[config.mk]
export PLATFORM = sky130hd
export DESIGN_NAME = pll_lock_detector
export DESIGN_NICKNAME = d
export VERILOG_FILES = /design/src/rtl/lock_pkg.sv /design/src/rtl/phase_meter.sv /design/src/rtl/pll_lock_detector.sv /design/src/rtl/window_oneshot.sv
export SDC_FILE = /design/constraint.sdc
export NUM_CORES = 1
export LEC_CHECK = 0
export BUFFER_PORTS_ARGS = -buffer_cell sky130_fd_sc_hd__buf_2
export CAP_MARGIN = 20
export CORE_MARGIN = 3
export CORE_UTILIZATION = 60
export DETAILED_ROUTE_END_ITERATION = 6
export HOLD_SLACK_MARGIN = 0.1
export MAX_ROUTING_LAYER = met4
export PLACE_DENSITY = 0.77
export SLEW_MARGIN = 20
export SYNTH_ARGS = -nofsm -noshare
export SYNTH_HDL_FRONTEND = slang
export SYNTH_HIERARCHICAL = 1
export SYNTH_SLANG_ARGS = --single-unit
[constraint.sdc]
create_clock -name ref_clk -period 18 [get_ports ref_clk]
set_clock_uncertainty 0.1 [all_clocks]
set_input_delay 0.9 -clock ref_clk [delete_from_list [all_inputs] [get_ports ref_clk]]
set_output_delay 0.9 -clock ref_clk [all_outputs]
set_load 0.005 [all_outputs]
[src/rtl/lock_pkg.sv]
package lock_pkg;
	localparam int CLK_MHZ = 20;
	// Register offsets
	localparam logic [6:0] OFS_ENABLE = 7'h01;
	localparam logic [6:0] OFS_WINDOW_OFFSET = 7'h05;
	localparam logic [6:0] OFS_PHASE_THR = 7'h06;
	localparam logic [6:0] OFS_WINDOW_CFG = 7'h07;
	localparam logic [6:0] OFS_TEST_SEL = 7'h08;
	localparam logic [6:0] OFS_REF_PERIOD = 7'h10;
	localparam logic [6:0] OFS_PHASE_ERR = 7'h11;
	localparam logic [6:0] OFS_LOCK_STATUS = 7'h12;
	// Field positions
	localparam int EN_MAIN_BIT = 6;
	localparam int EN_WDOG_BIT = 7;
	localparam int EN_WIN_BIT = 8;
	localparam int EN_PIN_BIT = 9;
	localparam int OFS_EN_BIT = 0;
	localparam int OFS_AFTER_BIT = 1;
	localparam int THR_LO_LSB = 0;
	localparam int THR_HI_LSB = 7;
	localparam int PH_CNT_LSB = 14;
	localparam int GOOD_CNT_LSB = 0;
	localparam int PULSE_W_LSB = 16;
	localparam int RING_SPEED_LSB = 19;
	localparam int RING_OBS_BIT = 21;
	localparam int ONESHOT_SEL_BIT = 22;
	localparam int STAT_WIN_BIT = 0;
	localparam int STAT_PH_BIT = 1;
	localparam int STAT_LOCK_BIT = 2;
	localparam int STAT_PIN_BIT = 3;
	localparam logic [7:0] RING_OBS_SEL = 8'hC1;
	// Reset values
	localparam logic [9:0] RST_ENABLE = 10'h3FE;
	localparam logic [23:0] RST_WINDOW_OFFSET = 24'h000000;
	localparam logic [23:0] RST_PHASE_THR = 24'h080000;
	localparam logic [23:0] RST_WINDOW_CFG = 24'h000800;
	localparam logic [23:0] RST_TEST_SEL = 24'h000001;
	// Timing
	localparam int ANALOG_WIN_NS = 10;
	localparam int ANALOG_WIN_RAW = ANALOG_WIN_NS * CLK_MHZ / 1000;
	localparam logic [7:0] ANALOG_WIN_CYC =
		8'((ANALOG_WIN_RAW < 1) ? 1 : ANALOG_WIN_RAW);
	localparam int OFFSET_NS = 100;
	localparam logic [7:0] OFFSET_CYC = 8'(OFFSET_NS * CLK_MHZ / 1000);
	localparam int WDOG_US = 50;
	localparam logic [15:0] WDOG_CYC = 16'(WDOG_US * CLK_MHZ);
endpackage

[src/rtl/phase_meter.sv]
`timescale 1ns/1ps
module phase_meter
	import lock_pkg::*;
#(
	parameter int CNT_W = 16
)
(
	input wire logic ref_clk,
	input wire logic rstn,
	input wire logic ref_evt,
	input wire logic pd_active,
	output logic [CNT_W-1:0] period,
	output logic [CNT_W-1:0] phase_err,
	output logic sample
);
	typedef struct packed {
		logic [CNT_W-1:0] run_per;
		logic [CNT_W-1:0] run_err;
		logic [CNT_W-1:0] per;
		logic [CNT_W-1:0] err;
		logic smp;
	} pm_t;
	pm_t st, next_st;
	logic [CNT_W-1:0] max_cnt;

	// Steps are clock cycles; counters saturate on a stalled reference
	always_comb
	begin
		next_st = st;
		max_cnt = '1;
		next_st.smp = 1'b0;
		if (ref_evt)
		begin
			next_st.per = st.run_per;
			next_st.err = st.run_err;
			next_st.smp = 1'b1;
			next_st.run_per = CNT_W'(1);
			next_st.run_err = CNT_W'(pd_active);
		end
		else
		begin
			if (st.run_per != max_cnt)
				next_st.run_per = st.run_per + CNT_W'(1);
			if (pd_active && st.run_err != max_cnt)
				next_st.run_err = st.run_err + CNT_W'(1);
		end
	end

	always_ff @(posedge ref_clk)
	begin
		if (!rstn)
			st <= '0;
		else
			st <= next_st;
	end

	assign period = st.per;
	assign phase_err = st.err;
	assign sample = st.smp;
endmodule

[src/rtl/pll_lock_detector.sv]
// Operation
// - One-shot select 0 gives a fixed analog window of one clock cycle (50 ns).
// - One-shot select 1 gives pulse-width ring half-periods (speed+1 cycles each) at set ring speed.
// - Ring observe bit plus selector C1h shows ring on pin; lock disabled.
// - Window lock after good-count consecutive VCO arrivals inside window.
// - Lock sets status bit 2; status register ignores writes.
// - One VCO arrival outside the window clears window lock and restarts count.
// - Offset bits 0 and 1 both set skew window to VCO after reference.
// - Offset bit 0 alone places the offset ahead of the reference.
// - Reference period measured in delay steps, readable at 10h.
// - Phase error measured with same steps, readable at 11h continuously.
// - Phase error compared to 7-bit low and high thresholds.
// - Phase lock after count field consecutive in-threshold cycles.
// - Four-bit selector picks one of sixteen test pin sources.
// - Enable bits 6, 7, 8 gate main lock, watchdog, window lock.
// - Watchdog declares unlock when no up or down pulses arrive.
// - Lock readable on test pin and in lock status register.
`timescale 1ns/1ps
module pll_lock_detector
	import lock_pkg::*;
#(
	parameter int TS_W = 16
)
(
	input wire logic ref_clk,
	input wire logic rstn,
	input wire logic ref_in,
	input wire logic vco_in,
	input wire logic up_in,
	input wire logic dn_in,
	input wire logic reg_wr,
	input wire logic [6:0] reg_addr,
	input wire logic [23:0] reg_wdata,
	output logic [23:0] reg_rdata,
	input wire logic test_pin_in,
	output logic test_pin_out,
	output logic test_pin_oe,
	output logic lock_indicator
);
	typedef struct packed {
		logic [2:0] s_ref;
		logic [2:0] s_vco;
		logic [2:0] s_up;
		logic [2:0] s_dn;
		logic [2:0] s_tp;
		logic l_ref;
		logic l_vco;
		logic l_up;
		logic l_dn;
		logic l_tp;
		logic e_ref;
		logic e_vco;
		logic [9:0] en;
		logic [23:0] ofs_cfg;
		logic [23:0] thr_cfg;
		logic [23:0] win_cfg;
		logic [23:0] sel_cfg;
		logic [TS_W-1:0] ts;
		logic [TS_W-1:0] tr;
		logic [TS_W-1:0] tv;
		logic pend;
		logic [15:0] win_cnt;
		logic win_lock;
		logic win_bad;
		logic [9:0] ph_cnt;
		logic ph_lock;
		logic [15:0] wd_cnt;
		logic wd_unlock;
		logic lock;
		logic [23:0] rdata;
		logic tp_out;
		logic tp_oe;
	} state_t;

	state_t st, next_st;
	logic [7:0] win_cycles;
	logic ring_out;
	logic shot;
	logic [15:0] period;
	logic [15:0] phase_err;
	logic sample;
	logic test_mode;
	logic signed [17:0] off;
	logic signed [17:0] late;
	logic signed [17:0] early;
	logic [15:0] sources;
	logic [15:0] good_cnt;
	logic [9:0] ph_need;
	logic [6:0] thr_lo;
	logic [6:0] thr_hi;
	logic ph_ok;
	logic win_ev;
	logic win_good;
	logic nl;

	// Distance to the reference edge lies inside +-w cycles
	function automatic logic in_win(input logic signed [17:0] d,
		input logic [7:0] w);
		logic signed [17:0] ws;
		ws = $signed({10'h000, w});
		return (d <= ws) && (d >= -ws);
	endfunction

	// Pin filter: a change counts once the 2nd and 3rd stages agree
	function automatic logic filt(input logic [2:0] s, input logic l);
		return (s[1] == s[2]) ? s[2] : l;
	endfunction

	window_oneshot u_oneshot (
		.ref_clk(ref_clk),
		.rstn(rstn),
		.digital_sel(st.win_cfg[ONESHOT_SEL_BIT]),
		.ring_speed(st.win_cfg[RING_SPEED_LSB +: 2]),
		.pulse_width(st.win_cfg[PULSE_W_LSB +: 3]),
		.trigger(st.e_ref),
		.win_cycles(win_cycles),
		.ring_out(ring_out),
		.shot(shot)
	);

	phase_meter #(.CNT_W(16)) u_meter (
		.ref_clk(ref_clk),
		.rstn(rstn),
		.ref_evt(st.e_ref),
		.pd_active(st.l_up | st.l_dn),
		.period(period),
		.phase_err(phase_err),
		.sample(sample)
	);

	// Field decode shared by the two lock methods
	assign test_mode = st.win_cfg[RING_OBS_BIT]
		&& st.sel_cfg[7:0] == RING_OBS_SEL;
	assign good_cnt = st.win_cfg[GOOD_CNT_LSB +: 16];
	assign ph_need = st.thr_cfg[PH_CNT_LSB +: 10];
	assign thr_lo = st.thr_cfg[THR_LO_LSB +: 7];
	assign thr_hi = st.thr_cfg[THR_HI_LSB +: 7];
	assign ph_ok = phase_err >= 16'(thr_lo)
		&& phase_err <= 16'(thr_hi);

	// Offset sign: both bits place it after, bit 0 alone ahead
	always_comb
	begin
		off = '0;
		if (st.ofs_cfg[OFS_EN_BIT] && st.ofs_cfg[OFS_AFTER_BIT])
			off = $signed({10'h000, OFFSET_CYC});
		else if (st.ofs_cfg[OFS_EN_BIT])
			off = -$signed({10'h000, OFFSET_CYC});
	end

	// Late arrival measured from the last reference edge, early from
	// the VCO edge to the next one; a coincident pair is distance zero
	assign late = $signed({2'b00,
		16'(st.e_ref ? '0 : st.ts - st.tr)}) - off;
	assign early = -$signed({2'b00, 16'(st.ts - st.tv)}) - off;

	// Test pin sources in listed order, index k is entry k+1
	always_comb
	begin
		sources = 16'h0000;
		sources[0] = 1'b0;
		sources[1] = st.lock;
		sources[2] = st.l_up;
		sources[3] = st.l_dn;
		sources[4] = st.e_ref;
		sources[5] = st.l_ref;
		sources[6] = 1'b0;
		sources[7] = st.l_vco;
		sources[8] = st.l_ref;
		sources[9] = ring_out;
		sources[10] = shot;
		sources[11] = st.e_ref;
		sources[12] = 1'b1;
		sources[13] = 1'b0;
		sources[14] = st.l_vco;
		sources[15] = st.l_ref;
	end

	// Whole next state
	always_comb
	begin
		next_st = st;
		win_ev = 1'b0;
		win_good = 1'b0;
		next_st.s_ref = {st.s_ref[1:0], ref_in};
		next_st.s_vco = {st.s_vco[1:0], vco_in};
		next_st.s_up = {st.s_up[1:0], up_in};
		next_st.s_dn = {st.s_dn[1:0], dn_in};
		next_st.s_tp = {st.s_tp[1:0], test_pin_in};
		nl = filt(st.s_ref, st.l_ref);
		next_st.e_ref = nl & ~st.l_ref;
		next_st.l_ref = nl;
		nl = filt(st.s_vco, st.l_vco);
		next_st.e_vco = nl & ~st.l_vco;
		next_st.l_vco = nl;
		next_st.l_up = filt(st.s_up, st.l_up);
		next_st.l_dn = filt(st.s_dn, st.l_dn);
		next_st.l_tp = filt(st.s_tp, st.l_tp);
		next_st.ts = st.ts + TS_W'(1);

		// Register writes; read-only offsets drop the data
		if (reg_wr)
		begin
			case (reg_addr)
				OFS_ENABLE: next_st.en = reg_wdata[9:0];
				OFS_WINDOW_OFFSET: next_st.ofs_cfg = reg_wdata;
				OFS_PHASE_THR: next_st.thr_cfg = reg_wdata;
				OFS_WINDOW_CFG: next_st.win_cfg = reg_wdata;
				OFS_TEST_SEL: next_st.sel_cfg = reg_wdata;
				default: ;
			endcase
		end

		// Window judgement: late VCO judged at once, early at next ref
		if (st.e_vco)
		begin
			next_st.tv = st.ts;
			if (in_win(late, win_cycles))
			begin
				win_ev = 1'b1;
				win_good = 1'b1;
				next_st.pend = 1'b0;
			end
			else
				next_st.pend = 1'b1;
		end
		if (st.e_ref)
		begin
			next_st.tr = st.ts;
			if (st.pend && !st.e_vco)
			begin
				win_ev = 1'b1;
				win_good = in_win(early, win_cycles);
				next_st.pend = 1'b0;
			end
		end
		next_st.win_bad = win_ev && !win_good;

		// Window lock counting
		if (test_mode || !st.en[EN_WIN_BIT])
		begin
			next_st.win_cnt = 16'h0000;
			next_st.win_lock = 1'b0;
			next_st.pend = 1'b0;
		end
		else if (win_ev && !win_good)
		begin
			next_st.win_cnt = 16'h0000;
			next_st.win_lock = 1'b0;
		end
		else if (win_ev && st.win_cnt != good_cnt)
		begin
			next_st.win_cnt = st.win_cnt + 16'h0001;
			if (st.win_cnt + 16'h0001 == good_cnt)
				next_st.win_lock = 1'b1;
		end

		// Phase lock counting on each measured reference cycle
		if (test_mode)
		begin
			next_st.ph_cnt = 10'h000;
			next_st.ph_lock = 1'b0;
		end
		else if (sample && !ph_ok)
		begin
			next_st.ph_cnt = 10'h000;
			next_st.ph_lock = 1'b0;
		end
		else if (sample && st.ph_cnt != ph_need)
		begin
			next_st.ph_cnt = st.ph_cnt + 10'h001;
			if (st.ph_cnt + 10'h001 == ph_need)
				next_st.ph_lock = 1'b1;
		end

		// Watchdog: silence from the detector for too long is unlock
		if (st.l_up || st.l_dn || !st.en[EN_WDOG_BIT])
		begin
			next_st.wd_cnt = 16'h0000;
			next_st.wd_unlock = 1'b0;
		end
		else if (st.wd_cnt != WDOG_CYC)
		begin
			next_st.wd_cnt = st.wd_cnt + 16'h0001;
			if (st.wd_cnt + 16'h0001 == WDOG_CYC)
				next_st.wd_unlock = 1'b1;
		end

		// Combined flag gated by the main enable
		next_st.lock = st.en[EN_MAIN_BIT] && !test_mode
			&& !st.wd_unlock
			&& (st.win_lock || st.ph_lock);

		// Test pin; ring observe overrides the selector
		if (test_mode)
			next_st.tp_out = ring_out;
		else
			next_st.tp_out = sources[st.sel_cfg[3:0]];
		next_st.tp_oe = st.en[EN_PIN_BIT];

		// Read data registered, one cycle after the address
		case (reg_addr)
			OFS_ENABLE: next_st.rdata = {14'h0000, st.en};
			OFS_WINDOW_OFFSET: next_st.rdata = st.ofs_cfg;
			OFS_PHASE_THR: next_st.rdata = st.thr_cfg;
			OFS_WINDOW_CFG: next_st.rdata = st.win_cfg;
			OFS_TEST_SEL: next_st.rdata = st.sel_cfg;
			OFS_REF_PERIOD: next_st.rdata = {8'h00, period};
			OFS_PHASE_ERR: next_st.rdata = {8'h00, phase_err};
			OFS_LOCK_STATUS:
			begin
				next_st.rdata = 24'h000000;
				next_st.rdata[STAT_LOCK_BIT] = st.lock;
				next_st.rdata[STAT_WIN_BIT] = st.win_lock;
				next_st.rdata[STAT_PH_BIT] = st.ph_lock;
				next_st.rdata[STAT_PIN_BIT] = st.l_tp;
			end
			default: next_st.rdata = 24'h000000;
		endcase
	end

	// State register; configuration takes its reset values
	always_ff @(posedge ref_clk)
	begin
		if (!rstn)
		begin
			st <= '0;
			st.en <= RST_ENABLE;
			st.ofs_cfg <= RST_WINDOW_OFFSET;
			st.thr_cfg <= RST_PHASE_THR;
			st.win_cfg <= RST_WINDOW_CFG;
			st.sel_cfg <= RST_TEST_SEL;
		end
		else
			st <= next_st;
	end

	assign reg_rdata = st.rdata;
	assign test_pin_out = st.tp_out;
	assign test_pin_oe = st.tp_oe;
	assign lock_indicator = st.lock;
endmodule

[src/rtl/window_oneshot.sv]
`timescale 1ns/1ps
module window_oneshot
	import lock_pkg::*;
(
	input wire logic ref_clk,
	input wire logic rstn,
	input wire logic digital_sel,
	input wire logic [1:0] ring_speed,
	input wire logic [2:0] pulse_width,
	input wire logic trigger,
	output logic [7:0] win_cycles,
	output logic ring_out,
	output logic shot
);
	typedef struct packed {
		logic [1:0] ring_cnt;
		logic ring;
		logic [7:0] win;
		logic [7:0] shot_cnt;
		logic shot;
	} os_t;
	os_t st, next_st;
	logic [7:0] dig;

	// Ring toggles every speed+1 cycles; window is pulse_width rings
	always_comb
	begin
		next_st = st;
		dig = 8'(pulse_width) * 8'({1'b0, ring_speed} + 3'h1);
		if (st.ring_cnt == ring_speed)
		begin
			next_st.ring_cnt = 2'h0;
			next_st.ring = ~st.ring;
		end
		else
			next_st.ring_cnt = st.ring_cnt + 2'h1;
		if (digital_sel)
			next_st.win = (dig == 8'h00) ? 8'h01 : dig;
		else
			next_st.win = ANALOG_WIN_CYC;
		if (trigger)
		begin
			next_st.shot = 1'b1;
			next_st.shot_cnt = st.win;
		end
		else if (st.shot_cnt != 8'h00)
			next_st.shot_cnt = st.shot_cnt - 8'h01;
		else
			next_st.shot = 1'b0;
	end

	always_ff @(posedge ref_clk)
	begin
		if (!rstn)
			st <= '0;
		else
			st <= next_st;
	end

	assign win_cycles = st.win;
	assign ring_out = st.ring;
	assign shot = st.shot;
endmodule

After elaboration in Yosys (flattened, before gate mapping)
Cells that the tools add are included.
{"block": "totals", "reg_bits": 334, "in_bits": 39, "output_inout_bits": 27, "word_cells": 172}
{"block": "classes", "add_sub_neg": 15, "multipliers": 1, "magnitude_cmp": 7, "eq_ne": 24, "mux": 28, "n_bitwise": 8, "reduce_logical": 45}
{"op": "$pmux W24 S8", "count": 1}
{"op": "$add A16 B1 Y16 const B", "count": 5}
{"op": "$ge A18 B18 Y1", "count": 2}
{"op": "$le A18 B9 Y1", "count": 2}
{"op": "$mux W18", "count": 2}
{"op": "$mux W16", "count": 2}
{"op": "$ne A16 B16 Y1 const B", "count": 2}
{"op": "$sub A16 B16 Y16", "count": 2}
{"op": "$eq A7 B3 Y1 const B", "count": 3}
{"op": "$eq A7 B5 Y1 const B", "count": 3}
{"op": "$mux W1", "count": 19}
{"op": "$neg A16 Y18", "count": 1}
{"op": "$neg A8 Y18", "count": 1}
{"op": "$sub A17 B18 Y18", "count": 1}
{"op": "$sub A18 B18 Y18", "count": 1}
{"op": "$mux W17", "count": 1}
{"op": "$eq A16 B10 Y1 const B", "count": 1}
{"op": "$eq A16 B16 Y1", "count": 1}
{"op": "$ge A16 B7 Y1", "count": 1}
{"op": "$le A16 B7 Y1", "count": 1}
{"op": "$ne A16 B10 Y1 const B", "count": 1}
{"op": "$ne A16 B16 Y1", "count": 1}
{"op": "$reduce_and A2 Y1", "count": 8}
{"op": "$logic_and A1 B1 Y1", "count": 14}
{"op": "27 further kinds", "count": 52}

Depth between registers and ports, before layout
{"block": "depth", "ltp_word": 12, "depth_mapped": 34}

By module
The synthesis kept the hierarchy.
{"mod": "pll_lock_detector", "instances": 1, "cells_per_inst": 2042, "area_per_inst_um2": 16534.6, "seq_area_each_um2": 4984.8}
{"mod": "phase_meter", "instances": 1, "cells_per_inst": 347, "area_per_inst_um2": 3181.8, "seq_area_each_um2": 1301.2}
{"mod": "window_oneshot", "instances": 1, "cells_per_inst": 119, "area_per_inst_um2": 1059.8, "seq_area_each_um2": 360.3}

Worst setup path before layout
No wires, ideal clock.
{"block": "synth_timing", "path_kind": "reg-to-reg", "start": "register st[106] (netlist name)", "end": "register st[64] (netlist name)", "t_arrival_ns": 5.687, "setup_slack_ns": 12.098, "stages_incl_launch_ff": 31, "period_less_slack_ns": 5.902, "cell_sequence": "dfxtp_1 > inv_1 > ha_1 > fa_1 > nor2b_1 > o21ai_0 > a21oi_1 > o21ai_0 > a21oi_1 > o21ai_0 > a21o_1 > a21oi_1 > and4_1 > nor3_1 > ha_1 > ha_1 > buf_1 > nor2_1 > a2111oi_0 > o311ai_1 > ha_1 > or2_2 > a31oi_1 > a21oi_1 > or4b_1 > o31ai_1 > nor4_1 > a21o_2 > buf_6 > o21ai_1 > nor3_2"}
{"block": "synth_via", "elab_chain_cells": 12, "word_cells_on_any_way": 22}
{"element": "from (decl)", "line": "pll_lock_detector.sv:75", "rtl": "state_t st, next_st;"}
{"element": "from (signal assigned)", "line": "pll_lock_detector.sv:335", "rtl": "st <= next_st;"}
{"element": "branches (longest 12 deep; another with $neg A16 Y18)"}
Parallel ways; which one is timed is not known.
A chain may end at the register's enable or synchronous reset.

Worst setup path after layout
{"block": "layout_timing", "start": "register st[106] (netlist name)", "end": "register st[69] (netlist name)"}
The elaborated chain is that of the path after synthesis.

==> reports/metrics.json <==
{
  "grt_util_all_layers": {"value": 0.295},
  "finalNonFillerCells": {"value": 2918},
  "top_cells_by_area_in_the_synthesized_netlist": {"value": "sky130_fd_sc_hd__dfxtp_1 (32%), sky130_fd_sc_hd__ha_1 (9.7%), sky130_fd_sc_hd__nand2_1 (6.0%), sky130_fd_sc_hd__a21boi_0 (3.8%), sky130_fd_sc_hd__mux2i_1 (3.8%)"},
  "total_of_warnings_raised_by_yosys": {"value": 6},
  "critical_path.max_fanout": {"value": 29},
  "coreArea": {"value": 33900, "unit": "sq um"},
  "cts_hold_repair.buffers": {"value": 0},
  "async_reset_ff_frac": {"value": 0},
  "final_nets": {"value": 2651},
  "postLayoutCoreUtil": {"value": 0.650},
  "chipWidth": {"value": 192, "unit": "um"},
  "required": {"value": 18.30, "unit": "ns"},
  "design_power": {"value": 1.98, "unit": "mW"},
  "vias": {"value": 17800},
  "dominant_combinational_cell_family_by_area_after_synthesis": {"value": "simple AND/OR/NAND/NOR gates"},
  "drt_first_iter_violations": {"value": 1336},
  "cts_sinks": {"value": 332},
  "synth_compound_area_frac": {"value": 0.168},
  "detail_route.wl_per_cell": {"value": 18.4, "unit": "um"},
  "floorplan.die_area": {"value": 36900, "unit": "sq um"},
  "synthCells": {"value": 2508},
  "leading_register_cell_type_out_of_synthesis": {"value": "sky130_fd_sc_hd__dfxtp_1"},
  "min_period_over_period": {"value": 0.372},
  "cellLeakagePower": {"value": 8.30, "unit": "nW"},
  "grt_first_pass_wirelength": {"value": 86500, "unit": "um"},
  "result_of_the_run": {"value": "finished clean"},
  "post_syn_area": {"value": 20800, "unit": "sq um"},
  "yosysUniqueCellTypes": {"value": 94},
  "vias_in_the_first_global_route": {"value": 17000},
  "timing.critical_path.mode_cell": {"value": "sky130_fd_sc_hd__o21ai_0"},
  "numPlacedInstances": {"value": 2853},
  "hold_path_class": {"value": "register to register"},
  "synth-adder-area-share": {"value": 0.103},
  "critPathMaxStageDelay": {"value": 0.43, "unit": "ns"},
  "drive_above_1_share": {"value": 0.0871},
  "numCtsBuffers": {"value": 37},
  "max-cap-violations": {"value": 0},
  "setup_viol": {"value": 0},
  "setup.worst_path.end_class": {"value": "register"},
  "timing_worst_setup_path_type": {"value": "register to register"},
  "clock_tree.root_cell": {"value": "sky130_fd_sc_hd__clkbuf_16"},
  "cts-root-to-sink-buffers": {"value": 3},
  "grt_max_degree": {"value": 91},
  "post_cts_setup_repair_bufs": {"value": 0},
  "power_density": {"value": 90.0, "unit": "nW/um^2"},
  "synth.cells.most_frequent": {"value": "sky130_fd_sc_hd__dfxtp_1 (332), sky130_fd_sc_hd__nand2_1 (330), sky130_fd_sc_hd__ha_1 (161), sky130_fd_sc_hd__nor2_1 (147), sky130_fd_sc_hd__inv_1 (116)"},
  "synth_edf_count": {"value": 0},
  "hold_viol_final": {"value": 0},
  "max_slew_margin": {"value": 0.244},
  "initial_utilization": {"value": 0.613},
  "cts_tree": {"value": "yes"},
  "quantity_of_gates_resized_following_cts": {"value": 0},
  "tightestPinTransition": {"value": 1.13, "unit": "ns"},
  "synth.area.mux_share": {"value": 0.0484},
  "clk_lat_worst_skew": {"value": 0.53, "unit": "ns"},
  "route.detailed.vias_per_inst": {"value": 6.09},
  "synth_largest_area_cell": {"value": "sky130_fd_sc_hd__dfxtp_1"},
  "antenna_left": {"value": 0},
  "syn_area_per_cell": {"value": 8.28, "unit": "sq um"},
  "crit_path_top_delay_cell": {"value": "sky130_fd_sc_hd__dfxtp_1"},
  "cts_htree_levels": {"value": 2},
  "portBuffers": {"value": 65},
  "fraction_of_synthesized_cell_area_taken_by_the_top_area_cell_type": {"value": 0.320},
  "synth_xor_xnor_area_share": {"value": 0.0552},
  "grt_antenna_before_repair": {"value": 0},
  "setup_crit_start_kind": {"value": "register"},
  "die-height": {"value": 192, "unit": "um"},
  "syn_to_layout_area_delta": {"value": 6.01, "unit": "%"},
  "rsz0062_at_grt": {"value": "false"},
  "synth_most_common_cell": {"value": "sky130_fd_sc_hd__dfxtp_1"},
  "worst_ir_drop_vdd": {"value": 0.110, "unit": "mV"},
  "timing.final.max_slew_violations": {"value": 0},
  "reg_clk_slew_reported_paths": {"value": 0.06, "unit": "ns"},
  "gp_congestion": {"value": 0.916},
  "finalSetupTns": {"value": 0, "unit": "ns"},
  "seq_area_frac_synth": {"value": 0.320},
  "ioPinCount": {"value": 66},
  "grt_overflow_total": {"value": 0},
  "total_routed_length": {"value": 53600, "unit": "um"},
  "worstPathArrival": {"value": 7.00, "unit": "ns"},
  "max_clock_freq": {"value": 0.149, "unit": "GHz"},
  "drcViolationCount": {"value": 0},
  "finalCriticalPeriod": {"value": 6.70, "unit": "ns"},
  "synthSimpleGateAreaFrac": {"value": 0.236},
  "dp.final_hpwl": {"value": 38700, "unit": "um"},
  "placementRows": {"value": 67},
  "drt_pre_antenna_iters": {"value": 5},
  "yosys_register_bits": {"value": 332}
}
## final cells by class
type	count	area, sq um
Clock inverter	13	185
Fill cell	2918	11800
Antenna cell	1	2.50
Clock buffer	50	1040
Timing Repair Buffer	77	425
Multi-Input combinational cell	1879	12700
Tap cell	448	561
Sequential cell	332	6650
Inverter	118	443
## logic make-up (layout without fill, tap and decap cells)
family,Yosys count,after routing
flip-flops,332,332
multiplexers,97,97
other,1,3
buffers and inverters,298,258
AND/OR/NAND/NOR,966,966
AO/OA/AOI/OAI,516,516
XOR/XNOR,131,131
adder cells (fa/ha/maj),167,167
## routing by layer
layer,GRT usage,share of wire,vias to the layer above
li1,-,-,8594
met1,0.359,0.42,8470
met2,0.496,0.48,568
met3,0.0444,0.062,137
met4,0.111,0.039,0
met5,-,0,-
## report_power, final
group | switching [mW] | internal [mW]
sequential | 0.0158 | 0.747
combinational | 0.261 | 0.198
clock | 0.306 | 0.453
total | 0.583 | 1.40
## per-stage QoR
step / hold WS, ns / setup WS, ns / area, sq um
after floorplan: 0.298 / 12.10 / 20800
after global placement: 0.315 / 11.68 / 20800
after detailed placement: 0.323 / 11.43 / 20800
after CTS: 0.339 / 11.34 / 22000
after global routing: 0.353 / 10.75 / 22000
final: 0.334 / 11.30 / 22000
## critical path, delay by kind of cell, from the launching register on
kind                     cells  cell delay [ns]
AO/OA/AOI/OAI               14             2.14
adder cells (fa/ha/maj)      4             1.28
AND/OR/NAND/NOR              8             1.25
multiplexers                 2             0.67
buffers and inverters        2             0.44
flip-flops                   1             0.43
XOR/XNOR                     1             0.27
## layout by cell type, fill, tap and decap left out, types with 12 or more instances in the layout
| cell | instances |
|---|---|
| sky130_fd_sc_hd__xor2_1 | 50 |
| sky130_fd_sc_hd__o21ai_1 | 12 |
| sky130_fd_sc_hd__o21ai_0 | 83 |
| sky130_fd_sc_hd__and2_1 | 48 |
| sky130_fd_sc_hd__o21a_1 | 14 |
| sky130_fd_sc_hd__a31oi_1 | 13 |
| sky130_fd_sc_hd__nor2b_1 | 89 |
| sky130_fd_sc_hd__nand4_1 | 37 |
| sky130_fd_sc_hd__a221oi_1 | 17 |
| sky130_fd_sc_hd__mux2_2 | 18 |
| sky130_fd_sc_hd__xnor2_1 | 81 |
| sky130_fd_sc_hd__a22oi_1 | 43 |
| sky130_fd_sc_hd__a21boi_0 | 106 |
| sky130_fd_sc_hd__nor4_1 | 28 |
| sky130_fd_sc_hd__ha_1 | 161 |
| sky130_fd_sc_hd__a211oi_1 | 12 |
| sky130_fd_sc_hd__a21o_1 | 26 |
| sky130_fd_sc_hd__nor3_1 | 38 |
| sky130_fd_sc_hd__nand2b_1 | 32 |
| sky130_fd_sc_hd__a21oi_1 | 106 |
| sky130_fd_sc_hd__clkbuf_16 | 37 |
| sky130_fd_sc_hd__or3_1 | 25 |
| sky130_fd_sc_hd__buf_2 | 64 |
| sky130_fd_sc_hd__inv_1 | 116 |
| sky130_fd_sc_hd__nand3_1 | 71 |
| sky130_fd_sc_hd__nand2_1 | 330 |
| sky130_fd_sc_hd__nor2_1 | 147 |
| sky130_fd_sc_hd__dfxtp_1 | 331 |
| sky130_fd_sc_hd__mux2i_1 | 78 |
| sky130_fd_sc_hd__o31ai_1 | 13 |
| sky130_fd_sc_hd__nor3_2 | 12 |
| sky130_fd_sc_hd__and3_1 | 38 |
| sky130_fd_sc_hd__buf_4 | 12 |
## flip-flops by register name, summed over array words and instances, names as in the netlist
signal / count
u_oneshot/shot: 1
lock_indicator: 1
u_oneshot/ring_out: 1
st: 180
test_pin_oe: 1
test_pin_out: 1
u_meter/sample: 1
u_oneshot/win_cycles: 6
u_meter/period: 16
reg_rdata: 24
u_meter/phase_err: 16
u_oneshot/st: 10
good_cnt: 16
next_st: 11
sources: 5
ph_need: 10
u_meter/st: 32
## path summary, 6_finish.rpt
check	slack, ns	cells after the start	start	end
min reg2reg	0.33	1	next_st[242]$_SDFF_PN0_	next_st[243]$_SDFF_PN0_
max reg2reg	11.30	31	st[106]$_SDFF_PN0_	st[69]$_SDFFE_PP0P_
min	0.33	1	next_st[242]$_SDFF_PN0_	next_st[243]$_SDFF_PN0_
max	11.30	31	st[106]$_SDFF_PN0_	st[69]$_SDFFE_PP0P_
No activity file was read; power rests on OpenSTA's default activity.
